<file path="config.mk">
export PLATFORM = sky130hd
export DESIGN_NAME = frame_tx_core
export DESIGN_NICKNAME = d
export VERILOG_FILES = /design/src/frame_tx_pkg.sv /design/src/frame_tx_clkgen.sv /design/src/frame_tx_core.sv
export SDC_FILE = /design/constraint.sdc
export NUM_CORES = 1
export LEC_CHECK = 0
export ABC_AREA = 1
export BUFFER_PORTS_ARGS = -buffer_cell sky130_fd_sc_hd__buf_2
export CELL_PAD_IN_SITES_DETAIL_PLACEMENT = 1
export CELL_PAD_IN_SITES_GLOBAL_PLACEMENT = 2
export CORE_MARGIN = 2
export CORE_UTILIZATION = 30
export DETAILED_ROUTE_END_ITERATION = 6
export PLACE_DENSITY = 0.74
export SYNTH_ARGS = -nofsm -noshare
export SYNTH_HDL_FRONTEND = slang
export SYNTH_SLANG_ARGS = --single-unit
</file>
<file path="constraint.sdc">
create_clock -name hclk -period 2.2 [get_ports hclk]
set_clock_uncertainty 0.15 [all_clocks]
set_input_delay 0.11 -clock hclk [delete_from_list [all_inputs] [get_ports hclk]]
set_output_delay 0.11 -clock hclk [all_outputs]
set_load 0.005 [all_outputs]
</file>
<file path="src/frame_tx_pkg.sv">
package frame_tx_pkg;

  // register byte offsets (chosen map, one aligned word each)
  localparam logic [7:0] OFF_DATA    = 8'h00;  // serial_data_register
  localparam logic [7:0] OFF_STAT_A  = 8'h04;  // control_status_a
  localparam logic [7:0] OFF_CTRL_B  = 8'h08;  // control_status_b
  localparam logic [7:0] OFF_CTRL_C  = 8'h0C;  // control_status_c / baud_divisor_high
  localparam logic [7:0] OFF_BAUD_LO = 8'h10;  // baud_divisor low byte

  // control_status_a fields
  localparam int A_DBL_POS   = 1;  // double_speed_bit
  localparam int A_FE_POS    = 4;  // frame_error_flag
  localparam int A_EMPTY_POS = 5;  // data_reg_empty_flag
  localparam int A_TXC_POS   = 6;  // tx_complete_flag
  localparam int A_RXC_POS   = 7;  // rx_complete_flag

  // control_status_b fields
  localparam int B_NINTH_POS = 0;  // tx_ninth_bit
  localparam int B_SIZE2_POS = 2;  // char_size_field bit 2
  localparam int B_TX_ENABLE_BIT_POS  = 3;  // tx_enable_bit

  // control_status_c fields
  localparam int C_POL_POS   = 0;  // clock_polarity_bit
  localparam int C_SIZE_LO   = 1;  // char_size_field bits 1:0
  localparam int C_STOP_POS  = 3;  // stop_bits_select
  localparam int C_PAR_LO    = 4;  // parity_mode_field
  localparam int C_SYNC_POS  = 6;  // sync_mode_select
  localparam int C_SEL_POS   = 7;  // reg_select_bit

  // reset values
  localparam logic [7:0]  RST_CTRL_C = 8'h06;  // 8 data bits, no parity, 1 stop
  localparam logic [11:0] RST_BAUD   = 12'h000;

  // character size code for nine-bit characters
  localparam logic [2:0] SIZE_NINE = 3'h7;

  // transmit sequencer states
  typedef enum logic [2:0] {
    ST_IDLE   = 3'b000,
    ST_START  = 3'b001,
    ST_DATA   = 3'b010,
    ST_PARITY = 3'b011,
    ST_STOP1  = 3'b100,
    ST_STOP2  = 3'b101
  } tx_state_t;

  // frame format carried as one bundle
  typedef struct packed {
    logic [2:0] size;    // char_size_field
    logic [1:0] parity;  // parity_mode_field
    logic       stop2;   // stop_bits_select
  } frame_fmt_t;

  // clocking mode bundle
  typedef struct packed {
    logic sync;    // sync_mode_select
    logic master;  // pin direction: internal clock
    logic pol;     // clock_polarity_bit
    logic dbl;     // double_speed_bit
  } clk_mode_t;

endpackage

</file>
<file path="src/frame_tx_clkgen.sv">
`timescale 1ns/100ps
// bit-rate enables: baud counter, async/sync dividers, external clock edges
module frame_tx_clkgen
  import frame_tx_pkg::*;
(
  // system
  input  wire logic        hclk,
  input  wire logic        hresetn,
  // setup
  input  wire clk_mode_t   mode,
  input  wire logic [11:0] divisor,
  input  wire logic        reload,
  // external transfer clock pin
  input  wire logic        xck_in,
  // results
  output logic             shift_en,
  output logic             xck_out
);

  logic [11:0] count;     // baud down-counter
  logic [3:0]  sub;       // divide by 16, 8 or 2
  logic        xs1;       // first sync stage, read only by xs2
  logic        xs2;       // synchronised pin
  logic        xs3;       // previous synchronised level
  logic        int_tick;  // baud generator zero
  logic [3:0]  sub_max;   // last count of the divider
  logic        int_edge;  // internal divider wrap
  logic        ext_rise;  // pin rising edge
  logic        ext_fall;  // pin falling edge
  logic        change_rise; // data changes on rising edge when polarity clear

  assign int_tick    = (count == 12'h000);
  assign sub_max     = mode.sync ? 4'h1 : (mode.dbl ? 4'h7 : 4'hF);
  assign int_edge    = int_tick && (sub == sub_max);
  assign ext_rise    = xs2 && !xs3;
  assign ext_fall    = !xs2 && xs3;
  assign change_rise = !mode.pol;
  // slave: data changes on the chosen pin edge; master/async: internal divider
  assign shift_en = (mode.sync && !mode.master) ?
                    (change_rise ? ext_rise : ext_fall) : int_edge;

  // baud counter reloads on zero or on a write of the low byte
  always_ff @(posedge hclk or negedge hresetn) begin
    if (!hresetn) begin
      count <= 12'h000;
    end else if (reload || int_tick) begin
      count <= divisor;
    end else begin
      count <= count - 12'h001;
    end
  end

  // sub-divider; master clock toggles each half bit
  always_ff @(posedge hclk or negedge hresetn) begin
    if (!hresetn) begin
      sub <= 4'h0;
      xck_out <= 1'b0;
    end else if (int_tick) begin
      sub <= (sub == sub_max) ? 4'h0 : sub + 4'h1;
      // output edge at wrap changes data, mid-period edge samples
      xck_out <= (sub == sub_max) ? change_rise : !change_rise;
    end
  end

  // two-flop synchroniser plus edge history
  always_ff @(posedge hclk or negedge hresetn) begin
    if (!hresetn) begin
      xs1 <= 1'b0;
      xs2 <= 1'b0;
      xs3 <= 1'b0;
    end else begin
      xs1 <= xck_in;
      xs2 <= xs1;
      xs3 <= xs2;
    end
  end

  a_slave_edge: assert property (@(posedge hclk) disable iff (!hresetn)
    (mode.sync && !mode.master && !mode.pol && shift_en) |-> (xs2 && !xs3))
    else $error("slave shift not on rising pin edge");

endmodule

</file>
<file path="src/frame_tx_core.sv">
// The AHB-Lite slave port and the register addresses are this design's own decisions.
`timescale 1ns/100ps
// Functional notes
// - sync mode: pin is clock in or out
// - polarity picks change and sample edges
// - all thirty frame formats supported
// - start bit, then data LSB first
// - parity after data, before stop
// - back-to-back frames or idle line
// - start low, stop high, idle high
// - one shared format; host avoids midframe changes
// - size, parity and stop fields
// - receiver checks only first stop
// - parity is xor, inverted for odd
// - control C write needs select bit
// - enable hands pins to transmitter
// - buffer loads shifter when idle/after stop
// - shifter sends at selected bit rate
// - unused high data bits ignored
// - empty flag tracks transmit buffer
// - complete flag set at end, write-one clear
// - disable waits until all data sent
module frame_tx_core
  import frame_tx_pkg::*;
(
  // ahb-lite slave
  input  wire logic        hclk,
  input  wire logic        hresetn,
  input  wire logic        hsel,
  input  wire logic [7:0]  haddr,
  input  wire logic [1:0]  htrans,
  input  wire logic        hwrite,
  input  wire logic [2:0]  hsize,
  input  wire logic [31:0] hwdata,
  input  wire logic        hready,
  output logic [31:0]      hrdata,
  output logic             hreadyout,
  output logic             hresp,
  // serial line
  output logic             txd_out,
  output logic             txd_oe,
  // transfer clock pin
  input  wire logic        xck_in,
  output logic             xck_out,
  output logic             xck_oe,
  // receiver-side hooks
  input  wire logic        rx_stop1,
  input  wire logic        rx_stop_valid,
  input  wire logic        rx_done
);

  // bus address phase capture
  logic       wr_pend;     // write data phase pending
  logic [7:0] wr_addr;     // its address
  logic       ap_valid;    // valid transfer this cycle
  assign ap_valid  = hsel && hready && htrans[1];
  assign hreadyout = 1'b1;  // zero wait states
  assign hresp     = 1'b0;  // always okay
  // control state
  logic        tx_enable_bit;       // tx_enable_bit as written
  logic        ninth;      // tx_ninth_bit
  logic        size2;      // char_size_field bit 2
  logic        master;     // clock pin direction, master when set
  logic [7:0]  ctrl_c;     // control_status_c
  logic [11:0] baud;       // baud_divisor
  logic        dbl;        // double_speed_bit
  logic        tx_active;  // transmitter owns the pin
  // flags
  logic        empty;      // data_reg_empty_flag
  logic        tx_complete_flag;        // tx_complete_flag
  logic        fe;         // frame_error_flag
  logic        rx_complete_flag;        // rx_complete_flag
  // buffer and shifter
  logic [8:0]  buf_data;   // transmit buffer
  logic [8:0]  shreg;      // shift register
  logic [3:0]  bit_cnt;    // data bits sent
  logic        par_bit;    // latched parity
  tx_state_t   state;
  tx_state_t   next_state;
  // decoded writes
  logic w_data;
  logic w_a;
  logic w_b;
  logic w_c;
  logic w_c_sel;
  logic w_baud_lo;
  assign w_data    = wr_pend && (wr_addr == OFF_DATA);
  assign w_a       = wr_pend && (wr_addr == OFF_STAT_A);
  assign w_b       = wr_pend && (wr_addr == OFF_CTRL_B);
  assign w_c       = wr_pend && (wr_addr == OFF_CTRL_C);
  assign w_c_sel   = w_c && hwdata[C_SEL_POS];
  assign w_baud_lo = wr_pend && (wr_addr == OFF_BAUD_LO);
  // format and mode bundles
  frame_fmt_t fmt;
  clk_mode_t  mode;
  assign fmt.size   = {size2, ctrl_c[C_SIZE_LO+1:C_SIZE_LO]};
  assign fmt.parity = ctrl_c[C_PAR_LO+1:C_PAR_LO];
  assign fmt.stop2  = ctrl_c[C_STOP_POS];
  assign mode.sync   = ctrl_c[C_SYNC_POS];
  assign mode.master = master;
  assign mode.pol    = ctrl_c[C_POL_POS];
  assign mode.dbl    = dbl;

  // data bits per size code: 5..8, code 7 is nine
  function automatic logic [3:0] data_bits(input logic [2:0] sz);
    logic [3:0] n;
    n = 4'h8;
    case (sz)
      3'h0: n = 4'h5;
      3'h1: n = 4'h6;
      3'h2: n = 4'h7;
      3'h3: n = 4'h8;
      SIZE_NINE: n = 4'h9;
      default: n = 4'h8;  // reserved codes behave as eight bits
    endcase
    return n;
  endfunction

  // mask unused high data bits and xor them
  function automatic logic calc_parity(input logic [8:0] d, input logic [3:0] n,
                                       input logic odd);
    logic p;
    p = odd;
    for (int i = 0; i < 9; i++) begin
      if (i < int'(n)) begin
        p = p ^ d[i];
      end
    end
    return p;
  endfunction

  logic [3:0] nbits;
  logic       shift_en;
  logic       par_on;
  logic       frame_end;   // last stop bit finishing
  logic       load;        // buffer moves into shifter
  assign nbits  = data_bits(fmt.size);
  assign par_on = fmt.parity[1];
  assign frame_end = shift_en && ((state == ST_STOP2) || (state == ST_STOP1 && !fmt.stop2));
  // load on a bit boundary so the start bit is whole; pending disable still sends
  assign load = !empty && (tx_enable_bit || tx_active) &&
                ((state == ST_IDLE && shift_en) || frame_end);
  // bit-rate generator
  frame_tx_clkgen u_frame_tx_clkgen (
    .hclk     (hclk),
    .hresetn  (hresetn),
    .mode     (mode),
    .divisor  (baud),
    .reload   (w_baud_lo),
    .xck_in   (xck_in),
    .shift_en (shift_en),
    .xck_out  (xck_out)
  );
  // pin ownership and clock direction
  assign txd_oe = tx_active;
  assign xck_oe = tx_active && mode.sync && master;
  // next state of the sequencer
  always_comb begin
    next_state = state;
    case (state)
      ST_IDLE:   next_state = ST_IDLE;
      ST_START:  if (shift_en) next_state = ST_DATA;
      ST_DATA:   if (shift_en && bit_cnt == nbits - 4'h1)
                   next_state = par_on ? ST_PARITY : ST_STOP1;
      ST_PARITY: if (shift_en) next_state = ST_STOP1;
      ST_STOP1:  if (shift_en) next_state = fmt.stop2 ? ST_STOP2 : ST_IDLE;
      ST_STOP2:  if (shift_en) next_state = ST_IDLE;
      default:   next_state = ST_IDLE;
    endcase
    if (load) begin
      next_state = ST_START;
    end
  end

  // sequencer and shifter
  always_ff @(posedge hclk or negedge hresetn) begin
    if (!hresetn) begin
      state   <= ST_IDLE;
      shreg   <= 9'h000;
      bit_cnt <= 4'h0;
      par_bit <= 1'b0;
    end else begin
      state <= next_state;
      if (load) begin
        shreg   <= buf_data;
        bit_cnt <= 4'h0;
        par_bit <= calc_parity(buf_data, nbits, fmt.parity[0]);
      end else if (shift_en && state == ST_DATA) begin
        shreg   <= {1'b0, shreg[8:1]};
        bit_cnt <= bit_cnt + 4'h1;
      end
    end
  end

  // serial output: start low, stop and idle high
  always_ff @(posedge hclk or negedge hresetn) begin
    if (!hresetn) begin
      txd_out <= 1'b1;
    end else begin
      case (next_state)
        ST_START:  txd_out <= 1'b0;
        ST_DATA:   txd_out <= (state == ST_DATA && shift_en) ? shreg[1] : shreg[0];
        ST_PARITY: txd_out <= par_bit;
        default:   txd_out <= 1'b1;
      endcase
    end
  end
  // transmit buffer, empty flag: write clears, load sets; write wins race
  always_ff @(posedge hclk or negedge hresetn) begin
    if (!hresetn) begin
      buf_data <= 9'h000;
      empty    <= 1'b1;
    end else if (w_data) begin
      buf_data <= {ninth && (fmt.size == SIZE_NINE), hwdata[7:0]};
      empty    <= 1'b0;
    end else if (load) begin
      empty <= 1'b1;
    end
  end
  // complete flag: set beats write-one clear
  always_ff @(posedge hclk or negedge hresetn) begin
    if (!hresetn) begin
      tx_complete_flag <= 1'b0;
    end else if (frame_end && empty && !w_data) begin
      tx_complete_flag <= 1'b1;
    end else if (w_a && hwdata[A_TXC_POS]) begin
      tx_complete_flag <= 1'b0;
    end
  end
  // receiver status: first stop only decides frame error
  always_ff @(posedge hclk or negedge hresetn) begin
    if (!hresetn) begin
      fe  <= 1'b0;
      rx_complete_flag <= 1'b0;
    end else begin
      if (rx_stop_valid) fe <= !rx_stop1;
      if (rx_done) rx_complete_flag <= 1'b1;
      else if (w_a && hwdata[A_RXC_POS]) rx_complete_flag <= 1'b0;
    end
  end
  // pin release only after everything is sent
  always_ff @(posedge hclk or negedge hresetn) begin
    if (!hresetn) begin
      tx_active <= 1'b0;
    end else if (tx_enable_bit) begin
      tx_active <= 1'b1;
    end else if (state == ST_IDLE && empty) begin
      tx_active <= 1'b0;
    end
  end

  // register writes
  always_ff @(posedge hclk or negedge hresetn) begin
    if (!hresetn) begin
      wr_pend <= 1'b0;
      wr_addr <= 8'h00;
      tx_enable_bit    <= 1'b0;
      ninth   <= 1'b0;
      size2   <= 1'b0;
      master  <= 1'b0;
      ctrl_c  <= RST_CTRL_C;
      baud    <= RST_BAUD;
      dbl     <= 1'b0;
    end else begin
      wr_pend <= ap_valid && hwrite;
      wr_addr <= haddr;
      if (w_a) dbl <= hwdata[A_DBL_POS];
      if (w_b) begin
        ninth <= hwdata[B_NINTH_POS];
        size2 <= hwdata[B_SIZE2_POS];
        tx_enable_bit  <= hwdata[B_TX_ENABLE_BIT_POS];
        master <= hwdata[8];   // clock pin direction
      end
      if (w_c_sel) ctrl_c <= {1'b0, hwdata[6:0]};
      else if (w_c) baud[11:8] <= hwdata[3:0];
      if (w_baud_lo) baud[7:0] <= hwdata[7:0];
    end
  end

  // read mux, registered data
  logic [31:0] rd_mux;
  assign rd_mux =
    (haddr == OFF_STAT_A) ? {24'h0, rx_complete_flag, tx_complete_flag, empty, fe, 2'b00, dbl, 1'b0} :
    (haddr == OFF_CTRL_B) ? {23'h0, master, 3'b000, 1'b0, tx_enable_bit, size2, 1'b0, ninth} :
    (haddr == OFF_CTRL_C) ? {24'h0, 1'b1, ctrl_c[6:0]} :
    (haddr == OFF_BAUD_LO) ? {24'h0, baud[7:0]} : 32'h0000_0000;
  always_ff @(posedge hclk or negedge hresetn) begin
    if (!hresetn) begin
      hrdata <= 32'h0000_0000;
    end else if (ap_valid && !hwrite) begin
      hrdata <= rd_mux;
    end
  end

  // checks
  a_start_low: assert property (@(posedge hclk) disable iff (!hresetn)
    (state == ST_START) |-> !txd_out)
    else $error("start bit not low");
  a_stop_high: assert property (@(posedge hclk) disable iff (!hresetn)
    (state == ST_STOP1 || state == ST_STOP2 || state == ST_IDLE) |-> txd_out)
    else $error("stop or idle not high");
  a_load_empties: assert property (@(posedge hclk) disable iff (!hresetn)
    (load && !w_data) |=> empty && state == ST_START)
    else $error("load did not empty buffer");
  a_write_fills: assert property (@(posedge hclk) disable iff (!hresetn)
    w_data |=> !empty)
    else $error("write left buffer empty");
  a_txc_sets: assert property (@(posedge hclk) disable iff (!hresetn)
    (frame_end && empty && !w_data) |=> tx_complete_flag)
    else $error("complete flag not set");
  a_pin_held: assert property (@(posedge hclk) disable iff (!hresetn)
    (!tx_enable_bit && state != ST_IDLE) |=> txd_oe)
    else $error("pin released mid frame");
  a_data_count: assert property (@(posedge hclk) disable iff (!hresetn)
    (state == ST_DATA) |-> bit_cnt < nbits)
    else $error("too many data bits");
  a_parity_order: assert property (@(posedge hclk) disable iff (!hresetn)
    (state == ST_PARITY && shift_en) |=> state == ST_STOP1)
    else $error("parity not before stop");
  a_parity_val: assert property (@(posedge hclk) disable iff (!hresetn)
    (state == ST_PARITY) |-> txd_out == par_bit)
    else $error("parity bit wrong");
  a_ctrl_select: assert property (@(posedge hclk) disable iff (!hresetn)
    (w_c && !hwdata[C_SEL_POS]) |=> $stable(ctrl_c))
    else $error("control C written without select");
  c_back_to_back: cover property (@(posedge hclk) disable iff (!hresetn)
    frame_end && load);
  c_two_stop: cover property (@(posedge hclk) disable iff (!hresetn)
    state == ST_STOP2);
  c_parity: cover property (@(posedge hclk) disable iff (!hresetn)
    state == ST_PARITY);

endmodule

</file>
==> impl_metrics.py <==
metrics = {
    "run_status": {
        "outcome": "finished with violations",
        "failed_checks": "negative setup slack",
    },
    "setup_path": {
        "critical_path.max_fanout": 4,
        "crit_type": "reg -> reg",
        "timing.critical_path.from_type": "flop",
        "required_ps": 2350,
        "worst_ep_arrival_time_ps": 2370,
        "endpoint_kind": "flop",
    },
    "floorplan": {
        "core-area_um2": 15900,
        "start_util_pct": 30.9,
        "dieArea_um2": 17400,
        "placementRows": 46,
        "io_pins": 92,
        "die_x_um": 132,
        "die_y_um": 132,
    },
    "cts": {
        "cts_sink_count": 94,
        "worst_skew_pair.late_latency_ps": 350,
        "clockRootBuffer": "clkbuf_16",
        "cts_tree": "yes",
        "max-clock-path-buffers": 2,
        "post_cts_buffers": 0,
        "clkSlewWorstSetupHoldPaths_ps": 60,
        "number_of_cts_inserted_buffers": 9,
        "htree_num_levels": 3,
    },
    "placement": {
        "buffer_ports.inserted": 39,
        "detailed_place_hpwl_um": 9870,
        "placed_cells_incl_taps": 840,
        "place_congestion": 0.791,
    },
    "finish": {
        "layout.filler_cells": 1930,
        "final_net_count": 718,
        "layoutNonFillerInstCount": 877,
        "final_layout_size_suffix_gt1_share_pct": 20.0,
        "n_antenna_cell": 0,
        "flow.area_growth_from_synthesis_pct": 22.8,
    },
    "global_route": {
        "grt_max_degree": 60,
        "wire_length_of_the_first_global_routing_pass_um": 21800,
        "grt_use_total_pct": 15.9,
        "grt_overflow_total": 0,
        "antenna_violations_before_repair": 0,
        "grt_pass1_vias": 4221,
    },
    "sta": {
        "clock.fmax_mhz": 450,
        "tcrit_tclk_final_pct": 101,
        "worst_slew_margin_relative_to_its_limit_pct": 66.0,
        "worst-slew-pin-transition_ps": 510,
        "final-max-slew-violation-count": 0,
        "setup_viol": 1,
        "layout_min_cycle_time_ps": 2220,
        "setup_repair_after_global_routing_missed_its_margin": "yes",
        "finalWorstSetupSlack_ps": -21.5,
        "fin_hold_ws_ps": 18.7,
        "finalHoldViolCount": 0,
    },
    "route": {
        "drt_drc_violations_left": 0,
        "post_detailed_routing_wire_length_um": 13100,
        "final_antenna_net_count": 0,
        "via_per_inst": 4.56,
        "drt-pass1-iter-count": 4,
        "detail_route.iter0.violations": 110,
        "routedWlPerCell_um": 14.9,
        "num_vias": 3996,
    },
    "pwr": {
        "vdd.ir_drop.worst_v": 0.000384,
        "design_power_total_uw": 3950,
        "power_per_cell_area_nw_per_um2": 654,
        "p_leak_uw": 0.00293,
    },
    "logic_synthesis": {
        "yosysMostFrequentCell": "nand2_1",
        "synthFlopType": "dfrtp_1",
        "leading_cell_types_by_count_after_synthesis": "nand2_1, dfrtp_1, inv_1",
        "synthTopCellsByArea": "dfrtp_1, nand2_1, inv_1",
        "postSynthRegisterBits": 94,
        "synthesized_netlist_cell_count": 573,
        "yosysWarningCount": 0,
        "yosysSeqAreaShare_pct": 47.9,
        "synthesis.area_um2": 4920,
        "synth_edf_count": 0,
        "post-synth-top-area-fraction_pct": 45.8,
        "yosysTopAreaCell": "dfrtp_1",
        "synth_cell_types": 50,
        "async_flop_share_pct": 100,
        "syn-mean-instance-area_um2": 8.58,
    },
    "worst_hold_path": {
        "min_path_type": "in -> reg",
    },
    "run": {
        "timing.max_cap.violations": 0,
    },
}
## layout make-up
| type | instances | area [um2] | share of cell area (%) |
|---|---|---|---|
| clock inverter | 1 | 30.0 | 0.497 |
| timing repair buffer | 85 | 626 | 10.4 |
| sequential | 94 | 2360 | 39.0 |
| multi-input combinational | 395 | 2210 | 36.6 |
| tap | 216 | 270 | 4.47 |
| clock buffer | 13 | 270 | 4.47 |
| inverter | 73 | 275 | 4.56 |
## critical path, cell delays in order (launching register included)
cell and delay, ps:
dfstp_2 580, nand2_4 70, inv_2 50, nand2_2 50, nand2_2 60, inv_2 50
ha_4 260, xor2_2 150, nand3_2 120, nor2_4 130, nand3_2 90, nand2_2 90
inv_2 40, nand2_4 60, nand2_1 40, nand2_1 60, nand2_1 40, nand2_1 50
## logic make-up after synthesis
logic type | Yosys count | synth area share, %
adder cells (fa/ha/maj) | 6 | 1.53
buffers and inverters | 107 | 10.6
XOR/XNOR | 18 | 3.21
other | 2 | 0.153
AO/OA/AOI/OAI | 110 | 12.6
AND/OR/NAND/NOR | 236 | 24.0
flip-flops | 94 | 47.9
## cells in the final DEF (no fill, tap or decap), types with 23 or more instances in the layout
cell / netlist / final
inv_1: 63 / 61
buf_2: 2 / 38
dfrtp_1: 90 / 90
o21ai_1: 42 / 42
conb_1: 2 / 25
nand3_1: 28 / 25
nor2_1: 39 / 39
nand2_1: 124 / 122
o21ai_0: 35 / 34
dlygate4sd3_1: 0 / 23
## through the flow
step,TNS (ps),instance area [um2],utilization [%],worst slack (ps)
after floorplan,0,5000,-,63.3
after global placement,-33.1,5420,34.0,-33.1
after detailed placement,-174,5420,34.0,-141
after CTS,-44.0,5990,37.6,-44.0
after global routing,-337,6040,37.9,-165
final,-21.5,6040,37.9,-21.5
## state kept, by name (all words and copies together), names as in the netlist, 3 cells and up
| name | cells |
|---|---|
| bit_cnt | 4 |
| hrdata | 9 |
| state | 3 |
| ctrl_c | 7 |
| shreg | 9 |
| baud | 12 |
| u_frame_tx_clkgen.count | 12 |
| buf_data | 9 |
| wr_addr | 8 |
| u_frame_tx_clkgen.sub | 4 |
## report_power, final
part | switching (uW) | internal (uW)
sequential | 118 | 1830
clock | 652 | 962
combinational | 217 | 169
## final timing paths
check                                       from                         end  slack [ps]  cells after the start
max reg2reg                            ctrl_c[1]                     txd_out         -20                     17
min in group asynchronous                hresetn  u_frame_tx_clkgen.count[2]         130                      2
min                                    hwdata[3]                   ctrl_c[3]          20                      3
min reg2reg                u_frame_tx_clkgen.xs1       u_frame_tx_clkgen.xs2         210                      0
max in group asynchronous                hresetn                       empty        1030                      3
max                                    ctrl_c[1]                     txd_out         -20                     17
## layer usage
metal	routed length [um]	up-vias	GRT usage, %
met5	0	-	0
met4	139	0	3.80
met2	6330	68	26.5
met3	456	11	3.69
li1	-	1966	-
met1	6140	1951	20.9
## what timing repair did
item                       in CTS  in global routing
hold buffers                   23                  0
setup endpoints to repair       5                  8
hold endpoints to repair       68                  0
gates resized for setup        10                  9
pin swaps                       7                  7
(Power assumes the default switching activity.)
